## src/logic/adm_pkg.sv

```systemverilog
package adm_pkg;
  // Control word layout: address above data
  localparam int CW_BITS = 16;
  localparam int CW_ADDR_LSB = 9;
  localparam int REG_BITS = 9;
  // Register addresses on the control port
  localparam logic [6:0] REG_CH_CTRL = 7'h02;
  localparam logic [6:0] REG_FMT_PHASE = 7'h03;
  localparam logic [6:0] REG_MUTE_ZERO = 7'h09;
  localparam logic [6:0] REG_ADC_SIL = 7'h0c;
  // Reset values
  localparam logic [8:0] RST_CH_CTRL = 9'h120;
  localparam logic [8:0] RST_FMT_PHASE = 9'h000;
  localparam logic [8:0] RST_MUTE_ZERO = 9'h000;
  localparam logic [8:0] RST_ADC_SIL = 9'h000;
  // dac_channel_control fields
  localparam int CH_GMUTE = 0;
  localparam int CH_DAC_POWERDOWN = 2;
  localparam int CH_ROUTE_LSB = 5;
  // dac_input_format_and_phase fields
  localparam int FP_FMT_LSB = 0;
  localparam int FP_POL = 2;
  localparam int FP_BCLK_INV = 3;
  localparam int FP_WL_LSB = 4;
  localparam int FP_PHASE_LSB = 6;
  // dac_mute_and_zero_flag fields
  localparam int MZ_ZCD = 0;
  localparam int MZ_SEL_LSB = 1;
  localparam int MZ_MUTE_LSB = 3;
  // adc_silence_control fields
  localparam int AS_RIGHT = 0;
  localparam int AS_LEFT = 1;
  localparam int AS_BOTH = 2;
  // Serial formats, in register code order
  typedef enum logic [1:0] {FMT_RJ, FMT_LJ, FMT_I2S, FMT_DSP} adm_fmt_t;
  // Word length codes
  localparam logic [1:0] WL_16 = 2'h0;
  localparam logic [1:0] WL_20 = 2'h1;
  localparam logic [1:0] WL_24 = 2'h2;
  localparam logic [1:0] WL_32 = 2'h3;
  // Sample widths
  localparam int FILT_BITS = 24;
  localparam int SLOT_BITS = 32;
  // Soft mute gain ramp: full scale and shift
  localparam int GAIN_MAX = 16;
  localparam int GAIN_SHIFT = 4;
  // Zero run length for the flag pin
  localparam int ZERO_RUN = 1024;
  // Timing
  localparam int CLK_PERIOD_NS = 40;
  localparam int BCLK_PERIOD_NS = 320;
  localparam int BCLK_HALF_CYC = BCLK_PERIOD_NS / (2 * CLK_PERIOD_NS);
  localparam int CTL_HALF_NS = 160;
  localparam int CTL_HALF_CYC = CTL_HALF_NS / CLK_PERIOD_NS;
endpackage

```

## src/logic/adm_link_if.sv

```systemverilog
`timescale 1ns/1ns
interface adm_link_if;
  // Audio link
  logic dac_bit_clock;
  logic dac_frame_clock;
  logic [2:0] serial_sample_inputs;
  // Control port
  logic control_serial_clock;
  logic control_serial_data;
  logic control_latch;
  // Status pin
  logic zero_flag_pin;

  // Codec end
  modport dev (
    input dac_bit_clock, dac_frame_clock, serial_sample_inputs,
    input control_serial_clock, control_serial_data, control_latch,
    output zero_flag_pin
  );
  // Audio source end
  modport src (
    output dac_bit_clock, dac_frame_clock, serial_sample_inputs,
    output control_serial_clock, control_serial_data, control_latch,
    input zero_flag_pin
  );
endinterface

```

## src/logic/adm_dev.sv

```systemverilog
// Functional notes
// - Format code picks RJ, LJ, I2S, DSP
// - Polarity bit inverts frame clock sense
// - In DSP, polarity bit picks A/B
// - Swapping channels adds one-sample phase offset
// - Sample on rising bit clock by default
// - Invert bit moves sampling to falling edge
// - Word length code: 16,20,24,32 bits
// - Right justified 32 falls back to 24
// - Filters get 24 bits, short words zero-filled
// - 32-bit words drop eight low bits
// - Source holds I2S halves at least 24 clocks
// - Phase bit n inverts pair n+1
// - Gain steps wait for zero crossing unless disabled
// - Zero pin after 1024 zero samples
// - Selector: all, channel 1, 2, 3
// - Per-pair soft mute bits combine freely
// - Global bit soft-mutes every pair
// - Routing-off and powerdown silence abruptly
// - ADC silence: right, left, both
// - Control word: 7 address, 9 data bits
// - Latch rising edge commits the word
//
// The Avalon-MM interface to the registers is this design's own decision.
`timescale 1ns/1ns
module adm_dev (
  // Clock, reset, enable
  input wire logic clk,
  input wire logic rst,
  input wire logic ce,
  // Link to the audio source
  adm_link_if.dev link,
  // Filter-side samples
  output logic pair_valid,
  output logic [2:0][23:0] pair_left,
  output logic [2:0][23:0] pair_right,
  // ADC input silencing
  output logic adc_left_mute,
  output logic adc_right_mute
);
  localparam int ZW = $clog2(adm_pkg::ZERO_RUN + 1);

  // Bits per word for a code; right justified cannot carry 32
  function automatic logic [6:0] word_bits(logic [1:0] wl, logic rj);
    if (wl == adm_pkg::WL_16) begin
      return 7'h10;
    end else if (wl == adm_pkg::WL_20) begin
      return 7'h14;
    end else if (wl == adm_pkg::WL_24 || rj) begin
      return 7'h18;
    end
    return 7'h20;
  endfunction

  // Right-aligned word to filter width
  function automatic logic [23:0] to_filt(logic [31:0] w, logic [6:0] n);
    if (n == 7'h10) begin
      return {w[15:0], 8'h00};
    end else if (n == 7'h14) begin
      return {w[19:0], 4'h0};
    end else if (n == 7'h18) begin
      return w[23:0];
    end
    return w[31:8];
  endfunction

  // Two-flop synchronisers plus one stage for edge finding
  logic [7:0] s1_q, s2_q, s3_q;
  wire [7:0] pins = {link.control_latch, link.control_serial_data,
    link.control_serial_clock, link.serial_sample_inputs,
    link.dac_frame_clock, link.dac_bit_clock};
  always_ff @(posedge clk) begin
    if (rst) begin
      s1_q <= 8'h00;
      s2_q <= 8'h00;
      s3_q <= 8'h00;
    end else if (ce) begin
      s1_q <= pins;
      s2_q <= s1_q;
      s3_q <= s2_q;
    end
  end

  // Registers
  logic [8:0] ch_q, fp_q, mz_q, adc_q;
  logic [15:0] cw_q; // Control shift register

  // Control port edges
  wire cclk_rise = s2_q[5] & ~s3_q[5];
  wire lat_rise = s2_q[7] & ~s3_q[7];
  wire [6:0] cw_addr = cw_q[15:adm_pkg::CW_ADDR_LSB];
  wire [8:0] cw_data = cw_q[adm_pkg::REG_BITS-1:0];

  // Control word shift and commit
  always_ff @(posedge clk) begin
    if (rst) begin
      cw_q <= 16'h0000;
      ch_q <= adm_pkg::RST_CH_CTRL;
      fp_q <= adm_pkg::RST_FMT_PHASE;
      mz_q <= adm_pkg::RST_MUTE_ZERO;
      adc_q <= adm_pkg::RST_ADC_SIL;
    end else if (ce) begin
      if (cclk_rise) begin
        cw_q <= {cw_q[14:0], s2_q[6]};
      end
      // Unknown addresses are dropped
      if (lat_rise) begin
        if (cw_addr == adm_pkg::REG_CH_CTRL) begin
          ch_q <= cw_data;
        end else if (cw_addr == adm_pkg::REG_FMT_PHASE) begin
          fp_q <= cw_data;
        end else if (cw_addr == adm_pkg::REG_MUTE_ZERO) begin
          mz_q <= cw_data;
        end else if (cw_addr == adm_pkg::REG_ADC_SIL) begin
          adc_q <= cw_data;
        end
      end
    end
  end

  // Field views
  wire [1:0] fmt = fp_q[adm_pkg::FP_FMT_LSB +: 2];
  wire pol = fp_q[adm_pkg::FP_POL];
  wire is_rj = fmt == adm_pkg::FMT_RJ;
  wire is_lj = fmt == adm_pkg::FMT_LJ;
  wire is_i2s = fmt == adm_pkg::FMT_I2S;
  wire is_dsp = fmt == adm_pkg::FMT_DSP;
  wire [6:0] nb = word_bits(fp_q[adm_pkg::FP_WL_LSB +: 2], is_rj);

  // Bit clock sampling edge
  wire bclk_rise = s2_q[0] & ~s3_q[0];
  wire bclk_fall = ~s2_q[0] & s3_q[0];
  wire samp = fp_q[adm_pkg::FP_BCLK_INV] ? bclk_fall : bclk_rise;

  // Frame tracking
  logic lr_prev_q, pend_q;
  logic [6:0] cnt_q;
  wire lr = s2_q[1];
  wire din_chg = lr ^ lr_prev_q;
  wire din_rise = lr & ~lr_prev_q;
  // LJ and DSP B start on this bit, I2S and DSP A on the next
  wire start_now = (is_lj & din_chg) | (is_dsp & pol & din_rise);
  wire start_next = (is_i2s & din_chg) | (is_dsp & ~pol & din_rise);
  wire first = start_now | pend_q;
  wire [6:0] cnt_inc = (cnt_q == 7'h7f) ? cnt_q : cnt_q + 7'h01;
  wire [6:0] idx = first ? 7'h00 : cnt_inc;
  // Channel from frame level; I2S looks one bit back (32-bit last bit)
  wire cur_left = ((is_i2s ? lr_prev_q : lr) ^ pol) == ~is_i2s;
  // Capture points per format
  wire cap_mid = is_dsp ? (idx == nb - 7'h01 || idx == {nb[5:0], 1'b0} - 7'h01)
                        : (idx == nb - 7'h01);
  wire cap = samp & (is_rj ? din_chg : cap_mid);
  wire cap_left = is_rj ? ~cur_left
                : is_dsp ? (idx == nb - 7'h01) : cur_left;
  // Pair is emitted with its right word; a swapped frame clock
  // therefore pairs left of one frame with right of the previous
  wire new_pair = cap & ~cap_left;

  always_ff @(posedge clk) begin
    if (rst) begin
      lr_prev_q <= 1'b0;
      pend_q <= 1'b0;
      cnt_q <= 7'h7f;
    end else if (ce && samp) begin
      lr_prev_q <= lr;
      pend_q <= start_next;
      cnt_q <= idx;
    end
  end

  // Gain and output state
  logic [2:0][31:0] sr_q;
  logic [2:0][23:0] hold_l_q;
  logic [2:0] flag_w;
  logic zflag_q;
  wire [2:0] phase = fp_q[adm_pkg::FP_PHASE_LSB +: 3];
  wire [2:0] pmute = mz_q[adm_pkg::MZ_MUTE_LSB +: 3];
  wire [1:0] zsel = mz_q[adm_pkg::MZ_SEL_LSB +: 2];
  wire [3:0] route = ch_q[adm_pkg::CH_ROUTE_LSB +: 4];

  // Routed selection for one output
  function automatic logic [23:0] pick(logic [1:0] s, logic [23:0] l,
                                       logic [23:0] r);
    logic [24:0] sum;
    sum = {l[23], l} + {r[23], r};
    if (s == 2'h1) begin
      return l;
    end else if (s == 2'h2) begin
      return r;
    end else if (s == 2'h3) begin
      return sum[24:1];
    end
    return 24'h00_0000;
  endfunction

  // Gain scaling by 0..full in steps
  function automatic logic [23:0] scale(logic [23:0] x, logic [4:0] g);
    logic signed [29:0] p;
    p = $signed({{6{x[23]}}, x}) * $signed({25'h000_0000, g});
    return p[adm_pkg::GAIN_SHIFT +: 24];
  endfunction

  for (genvar p = 0; p < 3; p++) begin : g_pair
    logic [4:0] gain_q;
    logic sign_q;
    logic [ZW-1:0] zc_q;
    wire [31:0] sh = {sr_q[p][30:0], s2_q[2+p]};
    wire [23:0] word = to_filt(is_rj ? sr_q[p] : sh, nb);
    wire [23:0] l0 = phase[p] ? -hold_l_q[p] : hold_l_q[p];
    wire [23:0] r0 = phase[p] ? -word : word;
    wire [23:0] lo = pick(route[1:0], l0, r0);
    wire [23:0] ro = pick(route[3:2], l0, r0);
    // Soft mute target, per pair and global
    wire muted = pmute[p] | ch_q[adm_pkg::CH_GMUTE];
    // Gain steps only where the signal crosses zero, unless the MZ_ZCD bit turns the gate off
    wire zc_ok = mz_q[adm_pkg::MZ_ZCD] | (lo == 24'h00_0000)
               | (lo[23] != sign_q);
    wire [4:0] gmax = 5'(adm_pkg::GAIN_MAX);
    wire [4:0] gain_d = (muted && gain_q != 5'h00) ? gain_q - 5'h01
                      : (!muted && gain_q != gmax) ? gain_q + 5'h01
                      : gain_q;
    wire both_zero = (hold_l_q[p] == 24'h00_0000) && (word == 24'h00_0000);
    assign flag_w[p] = zc_q == ZW'(adm_pkg::ZERO_RUN);

    always_ff @(posedge clk) begin
      if (rst) begin
        sr_q[p] <= 32'h0000_0000;
        hold_l_q[p] <= 24'h00_0000;
        gain_q <= 5'(adm_pkg::GAIN_MAX);
        sign_q <= 1'b0;
        zc_q <= '0;
        pair_left[p] <= 24'h00_0000;
        pair_right[p] <= 24'h00_0000;
      end else if (ce && samp) begin
        sr_q[p] <= sh;
        if (cap && cap_left) begin
          hold_l_q[p] <= word;
        end
        if (new_pair) begin
          sign_q <= lo[23];
          if (zc_ok) begin
            gain_q <= gain_d;
          end
          // Count zero pairs up to the run length
          if (!both_zero) begin
            zc_q <= '0;
          end else if (!flag_w[p]) begin
            zc_q <= zc_q + ZW'(1);
          end
          // Powerdown clears at once, no ramp
          if (ch_q[adm_pkg::CH_DAC_POWERDOWN]) begin
            pair_left[p] <= 24'h00_0000;
            pair_right[p] <= 24'h00_0000;
          end else begin
            pair_left[p] <= scale(lo, gain_q);
            pair_right[p] <= scale(ro, gain_q);
          end
        end
      end
    end
  end

  // Flag pin source
  wire zflag_d = (zsel == 2'h0) ? &flag_w : flag_w[zsel - 2'h1];

  // Strobe and pin flops
  always_ff @(posedge clk) begin
    if (rst) begin
      pair_valid <= 1'b0;
      zflag_q <= 1'b0;
      adc_left_mute <= 1'b0;
      adc_right_mute <= 1'b0;
    end else if (ce) begin
      pair_valid <= new_pair & samp;
      zflag_q <= zflag_d;
      adc_left_mute <= adc_q[adm_pkg::AS_LEFT] | adc_q[adm_pkg::AS_BOTH];
      adc_right_mute <= adc_q[adm_pkg::AS_RIGHT] | adc_q[adm_pkg::AS_BOTH];
    end
  end
  assign link.zero_flag_pin = zflag_q;
endmodule

```

## src/flat_wrapper.sv

```systemverilog
// flat-port wrapper written by rule: the top's interface ports become plain ports
module adm_dev_flat 
  (clk, rst, ce, pair_valid, pair_left, pair_right, adc_left_mute, adc_right_mute, link_dac_bit_clock, link_dac_frame_clock, link_serial_sample_inputs, link_control_serial_clock, link_control_serial_data, link_control_latch, link_zero_flag_pin);
  adm_link_if link_i ();
  input wire logic clk;
  input wire logic rst;
  input wire logic ce;
  output logic pair_valid;
  output logic [2:0][23:0] pair_left;
  output logic [2:0][23:0] pair_right;
  output logic adc_left_mute;
  output logic adc_right_mute;
  input wire logic [$bits(link_i.dac_bit_clock)-1:0] link_dac_bit_clock;
  input wire logic [$bits(link_i.dac_frame_clock)-1:0] link_dac_frame_clock;
  input wire logic [$bits(link_i.serial_sample_inputs)-1:0] link_serial_sample_inputs;
  input wire logic [$bits(link_i.control_serial_clock)-1:0] link_control_serial_clock;
  input wire logic [$bits(link_i.control_serial_data)-1:0] link_control_serial_data;
  input wire logic [$bits(link_i.control_latch)-1:0] link_control_latch;
  output wire logic [$bits(link_i.zero_flag_pin)-1:0] link_zero_flag_pin;
  assign link_i.dac_bit_clock = link_dac_bit_clock;
  assign link_i.dac_frame_clock = link_dac_frame_clock;
  assign link_i.serial_sample_inputs = link_serial_sample_inputs;
  assign link_i.control_serial_clock = link_control_serial_clock;
  assign link_i.control_serial_data = link_control_serial_data;
  assign link_i.control_latch = link_control_latch;
  assign link_zero_flag_pin = link_i.zero_flag_pin;
  adm_dev u_core (.clk(clk), .rst(rst), .ce(ce), .link(link_i), .pair_valid(pair_valid), .pair_left(pair_left), .pair_right(pair_right), .adc_left_mute(adc_left_mute), .adc_right_mute(adc_right_mute));
endmodule
```

## config.mk

```make
export PLATFORM = sky130hd
export DESIGN_NAME = adm_dev_flat
export DESIGN_NICKNAME = d
export VERILOG_FILES = /design/src/logic/adm_pkg.sv /design/src/logic/adm_link_if.sv /design/src/logic/adm_dev.sv /design/src/flat_wrapper.sv
export SDC_FILE = /design/constraint.sdc
export NUM_CORES = 2
export LEC_CHECK = 0
export ABC_AREA = 1
export ABC_CLOCK_PERIOD_IN_PS = 18000
export BUFFER_PORTS_ARGS = -buffer_cell sky130_fd_sc_hd__buf_2
export CAP_MARGIN = 0
export CELL_PAD_IN_SITES_DETAIL_PLACEMENT = 1
export CELL_PAD_IN_SITES_GLOBAL_PLACEMENT = 1
export CORE_UTILIZATION = 50
export CTS_CLUSTER_SIZE = 14
export DETAILED_ROUTE_END_ITERATION = 12
export PLACE_DENSITY_LB_ADDON = 0.15
export SETUP_SLACK_MARGIN = 0.4
export SLEW_MARGIN = 0
export SYNTH_ARGS = -nofsm -noshare
export SYNTH_HDL_FRONTEND = slang
export SYNTH_SLANG_ARGS = --single-unit
export TNS_END_PERCENT = 100
```

## constraint.sdc

```tcl
create_clock -name clk -period 18 [get_ports clk]
set_input_delay 3.6 -clock clk [delete_from_list [all_inputs] [get_ports clk]]
set_output_delay 3.6 -clock clk [all_outputs]
set_load 0.02 [all_outputs]
```

==> reports/metrics.yaml <==
status: "finished clean"
insertion_delay_ps: 730
fin_util: 0.537
diodes: 0
ir_drop_v: 0.0000779
cts_tree: "done"
initialDrtViolationCount: 3688
die_w_um: 333
layout_min_cycle_time_ps: 10270
rrSetupSlack_ps: 7730
hold_class: "reg2reg"
post_drt_wl_per_cell_um: 20.9
synth_flop_cell: "dfxtp_1"
synth-edff-count: 0
p_int_mw: 1.79
cts_max_level: 2
cp-endpoint: "u_core.pair_left[71]"
final_nets: 9284
synthCells: 8493
cp_max_fo: 98
portBuffers: 158
critPathRequiredTime_ps: 18540
gp_congestion: 0.959
multi_input_area_sq_mm: 0.0391
layout-drive-gt1-share: 0.0616
grt_pass1_vias: 59739
synth_area_per_cell_sq_um: 6.45
clockBufferDepth: 3
die_area_sq_mm: 0.111
cp_slowest_stage_delay_ps: 880
finClkSkew_ps: 94.8
hold_slack_ps: 458
ys_seq_area_frac: 0.158
synth_seq_cells: 432
cpMostUsedCell: "nand2_1"
antenna_found_initial: 7
nFillCells: 14941
fin_tns_setup_ps: 0
drv_cap: 0
ys_warn_count: 0
place_ws_ps: 8060
grt_pass1_wl_mm: 328
synth_top_area_frac: 0.158
seqPwrFrac: 0.370
initial_utilization: 0.504
clkSlewWorstSetupHoldPaths_ps: 60
cp-startpoint: "u_core.fp_q[0]"
cts_setup_buffers: 0
core_area_sq_mm: 0.109
final_cells: 9917
syn_to_final_growth_pct: 6.61
slew_viol_final: 0
worst_slew_pin_slew_ps: 1330
clock_sinks: 432
synth.cell_area_sq_mm: 0.0548
ant_nets: 0
grt_usage: 0.369
finalHoldViolCount: 0
p_sw_mw: 0.930
hpwl_mm: 161
worstReg2RegStart: "u_core.fp_q[0]"
final_area_sq_mm: 0.0584
firstDrtPassIters: 5
cts.repair.resized: 0
fmax_ghz: 0.0973
p_leak_nw: 30.6
synth_top_area_cell: "dfxtp_1"
placedInstanceArea_sq_mm: 0.0566
endpoint_kind: "flop"
drc_errors: 0
routed_wl_mm: 207
power_mw: 2.72
synth_area_leaders: "dfxtp_1, fa_1, nand2_1"
cts_root_buffer: "clkbuf_16"
comb_power_share: 0.206
synth.most_common_cell: "nand2_1"
crit_type: "reg2reg"
cts_inserted_buffers: 54
overflow: 0
num_vias: 56769
routed_via_density: 5.72
synth_cell_type_count: 76
grt_setup_unrepaired: "no"
arrival_ps: 10810
syn_nets: 9317
setup_ws_ps: 7730
num_rows: 121
r2r_cells: 41
cpMaxStageDelayCell: "buf_4"
boundaryPins: 159
placed_cells: 9818
swShare: 0.342
power-per-cell-area_mw_per_mm2: 46.6
die_h_um: 333
setup_viol: 0
relSlewSlack: 0.106
cts_hold_buffers: 0
setup.worst_path.start_class: "flop"
clock_power_share: 0.424
worstReg2RegEnd: "u_core.pair_left[71]"
seq_area_sq_mm: 0.00865
finalCritPeriodShare: 0.571
grt_max_degree: 137
synthArstFlopShare: 0
synthTopCellsByCount: "nand2_1, inv_1, nor2_1"
-- worst min-delay path by stage --
stage	cells past startpoint	to	slack, ps	from
CTS	2	u_core.pair_right[24]	460	u_core.pair_right[24]
global placement	2	u_core.pend_q	440	u_core.pend_q
floorplan	1	u_core.g_pair[2].zc_q[10]	420	u_core.g_pair[2].zc_q[10]
detailed placement	1	u_core.g_pair[2].zc_q[10]	450	u_core.g_pair[2].zc_q[10]
finish	2	u_core.pair_right[24]	460	u_core.pair_right[24]
global route	2	u_core.pair_left[24]	480	u_core.pair_left[24]
-- cells by family after synthesis --
family | Yosys count | share of synthesized area
buf+inv | 1848 | 0.130
fa+ha+maj | 813 | 0.244
compound gates | 1456 | 0.147
flops | 432 | 0.158
simple gates | 3709 | 0.284
xor+xnor | 235 | 0.0377
-- layout make-up --
| cell class | instances | share of cell area |
|---|---|---|
| Clock buffer | 80 | 0.0274 |
| Clock inverter | 19 | 0.00407 |
| Inverter | 1531 | 0.0985 |
| Multi-Input combinational cell | 6213 | 0.669 |
| Sequential cell | 432 | 0.148 |
| Tap cell | 1414 | 0.0303 |
| Timing Repair Buffer | 228 | 0.0226 |
-- state kept, by name, indices dropped and copies added, names as in the netlist, 3 cells and up --
name / flops
u_core.s3_q: 3
u_core.pair_right: 72
u_core.pair_left: 72
u_core.g_pair.zc_q: 33
u_core.cnt_q: 7
u_core.g_pair.sign_q: 3
u_core.s2_q: 8
u_core.mz_q: 6
u_core.fp_q: 9
u_core.cw_q: 16
u_core.g_pair.gain_q: 15
u_core.ch_q: 6
u_core.g_pair.sh: 93
u_core.s1_q: 8
u_core.hold_l_q: 72
u_core.adc_q: 3
-- power groups by stage --
stage / Combinational, mW / Sequential [mW] / Clock, mW
after floorplan: 0.377 / 1.02 / 0
after CTS: 0.551 / 1.01 / 1.17
after global routing: 0.618 / 1.01 / 1.20
after detailed placement: 0.544 / 1.03 / 0
after global placement: 0.524 / 1.03 / 0
final: 0.560 / 1.01 / 1.15
-- cell usage in the layout, fill, tap and decap left out, types with 18 or more instances in the layout --
cell type,n
nor3_1,80
nor2_1,939
nand3b_1,26
inv_1,1501
nand2_1,1915
fa_1,426
xor2_1,166
buf_4,70
a21oi_1,651
nand2_2,20
dfxtp_1,430
inv_2,19
xnor2_1,68
nand3_1,477
o21ai_0,494
or2_2,69
nor4_1,35
clkbuf_16,54
o211ai_1,35
o21a_1,19
nand4_1,75
o221ai_1,27
ha_1,387
a21o_1,18
buf_2,157
a31oi_1,21
o21ai_1,65
-- per-layer routing --
metal | vias up | part of all wire | GRT usage
met5 | - | 0.00018 | 0
met4 | 6 | 0.042 | 0.148
met3 | 434 | 0.059 | 0.0535
met2 | 1569 | 0.47 | 0.626
met1 | 28114 | 0.43 | 0.470
li1 | 26646 | - | -
-- worst max-delay path, delay by kind of cell (launching register included) --
family	cells	cell delay, ps
and+or+nand+nor	17	3380
adders and majority gates	6	2480
AOI/OAI and AO/OA	10	2300
buffers and inverters	8	1500
DFF	1	380
(Power assumes the default switching activity.)
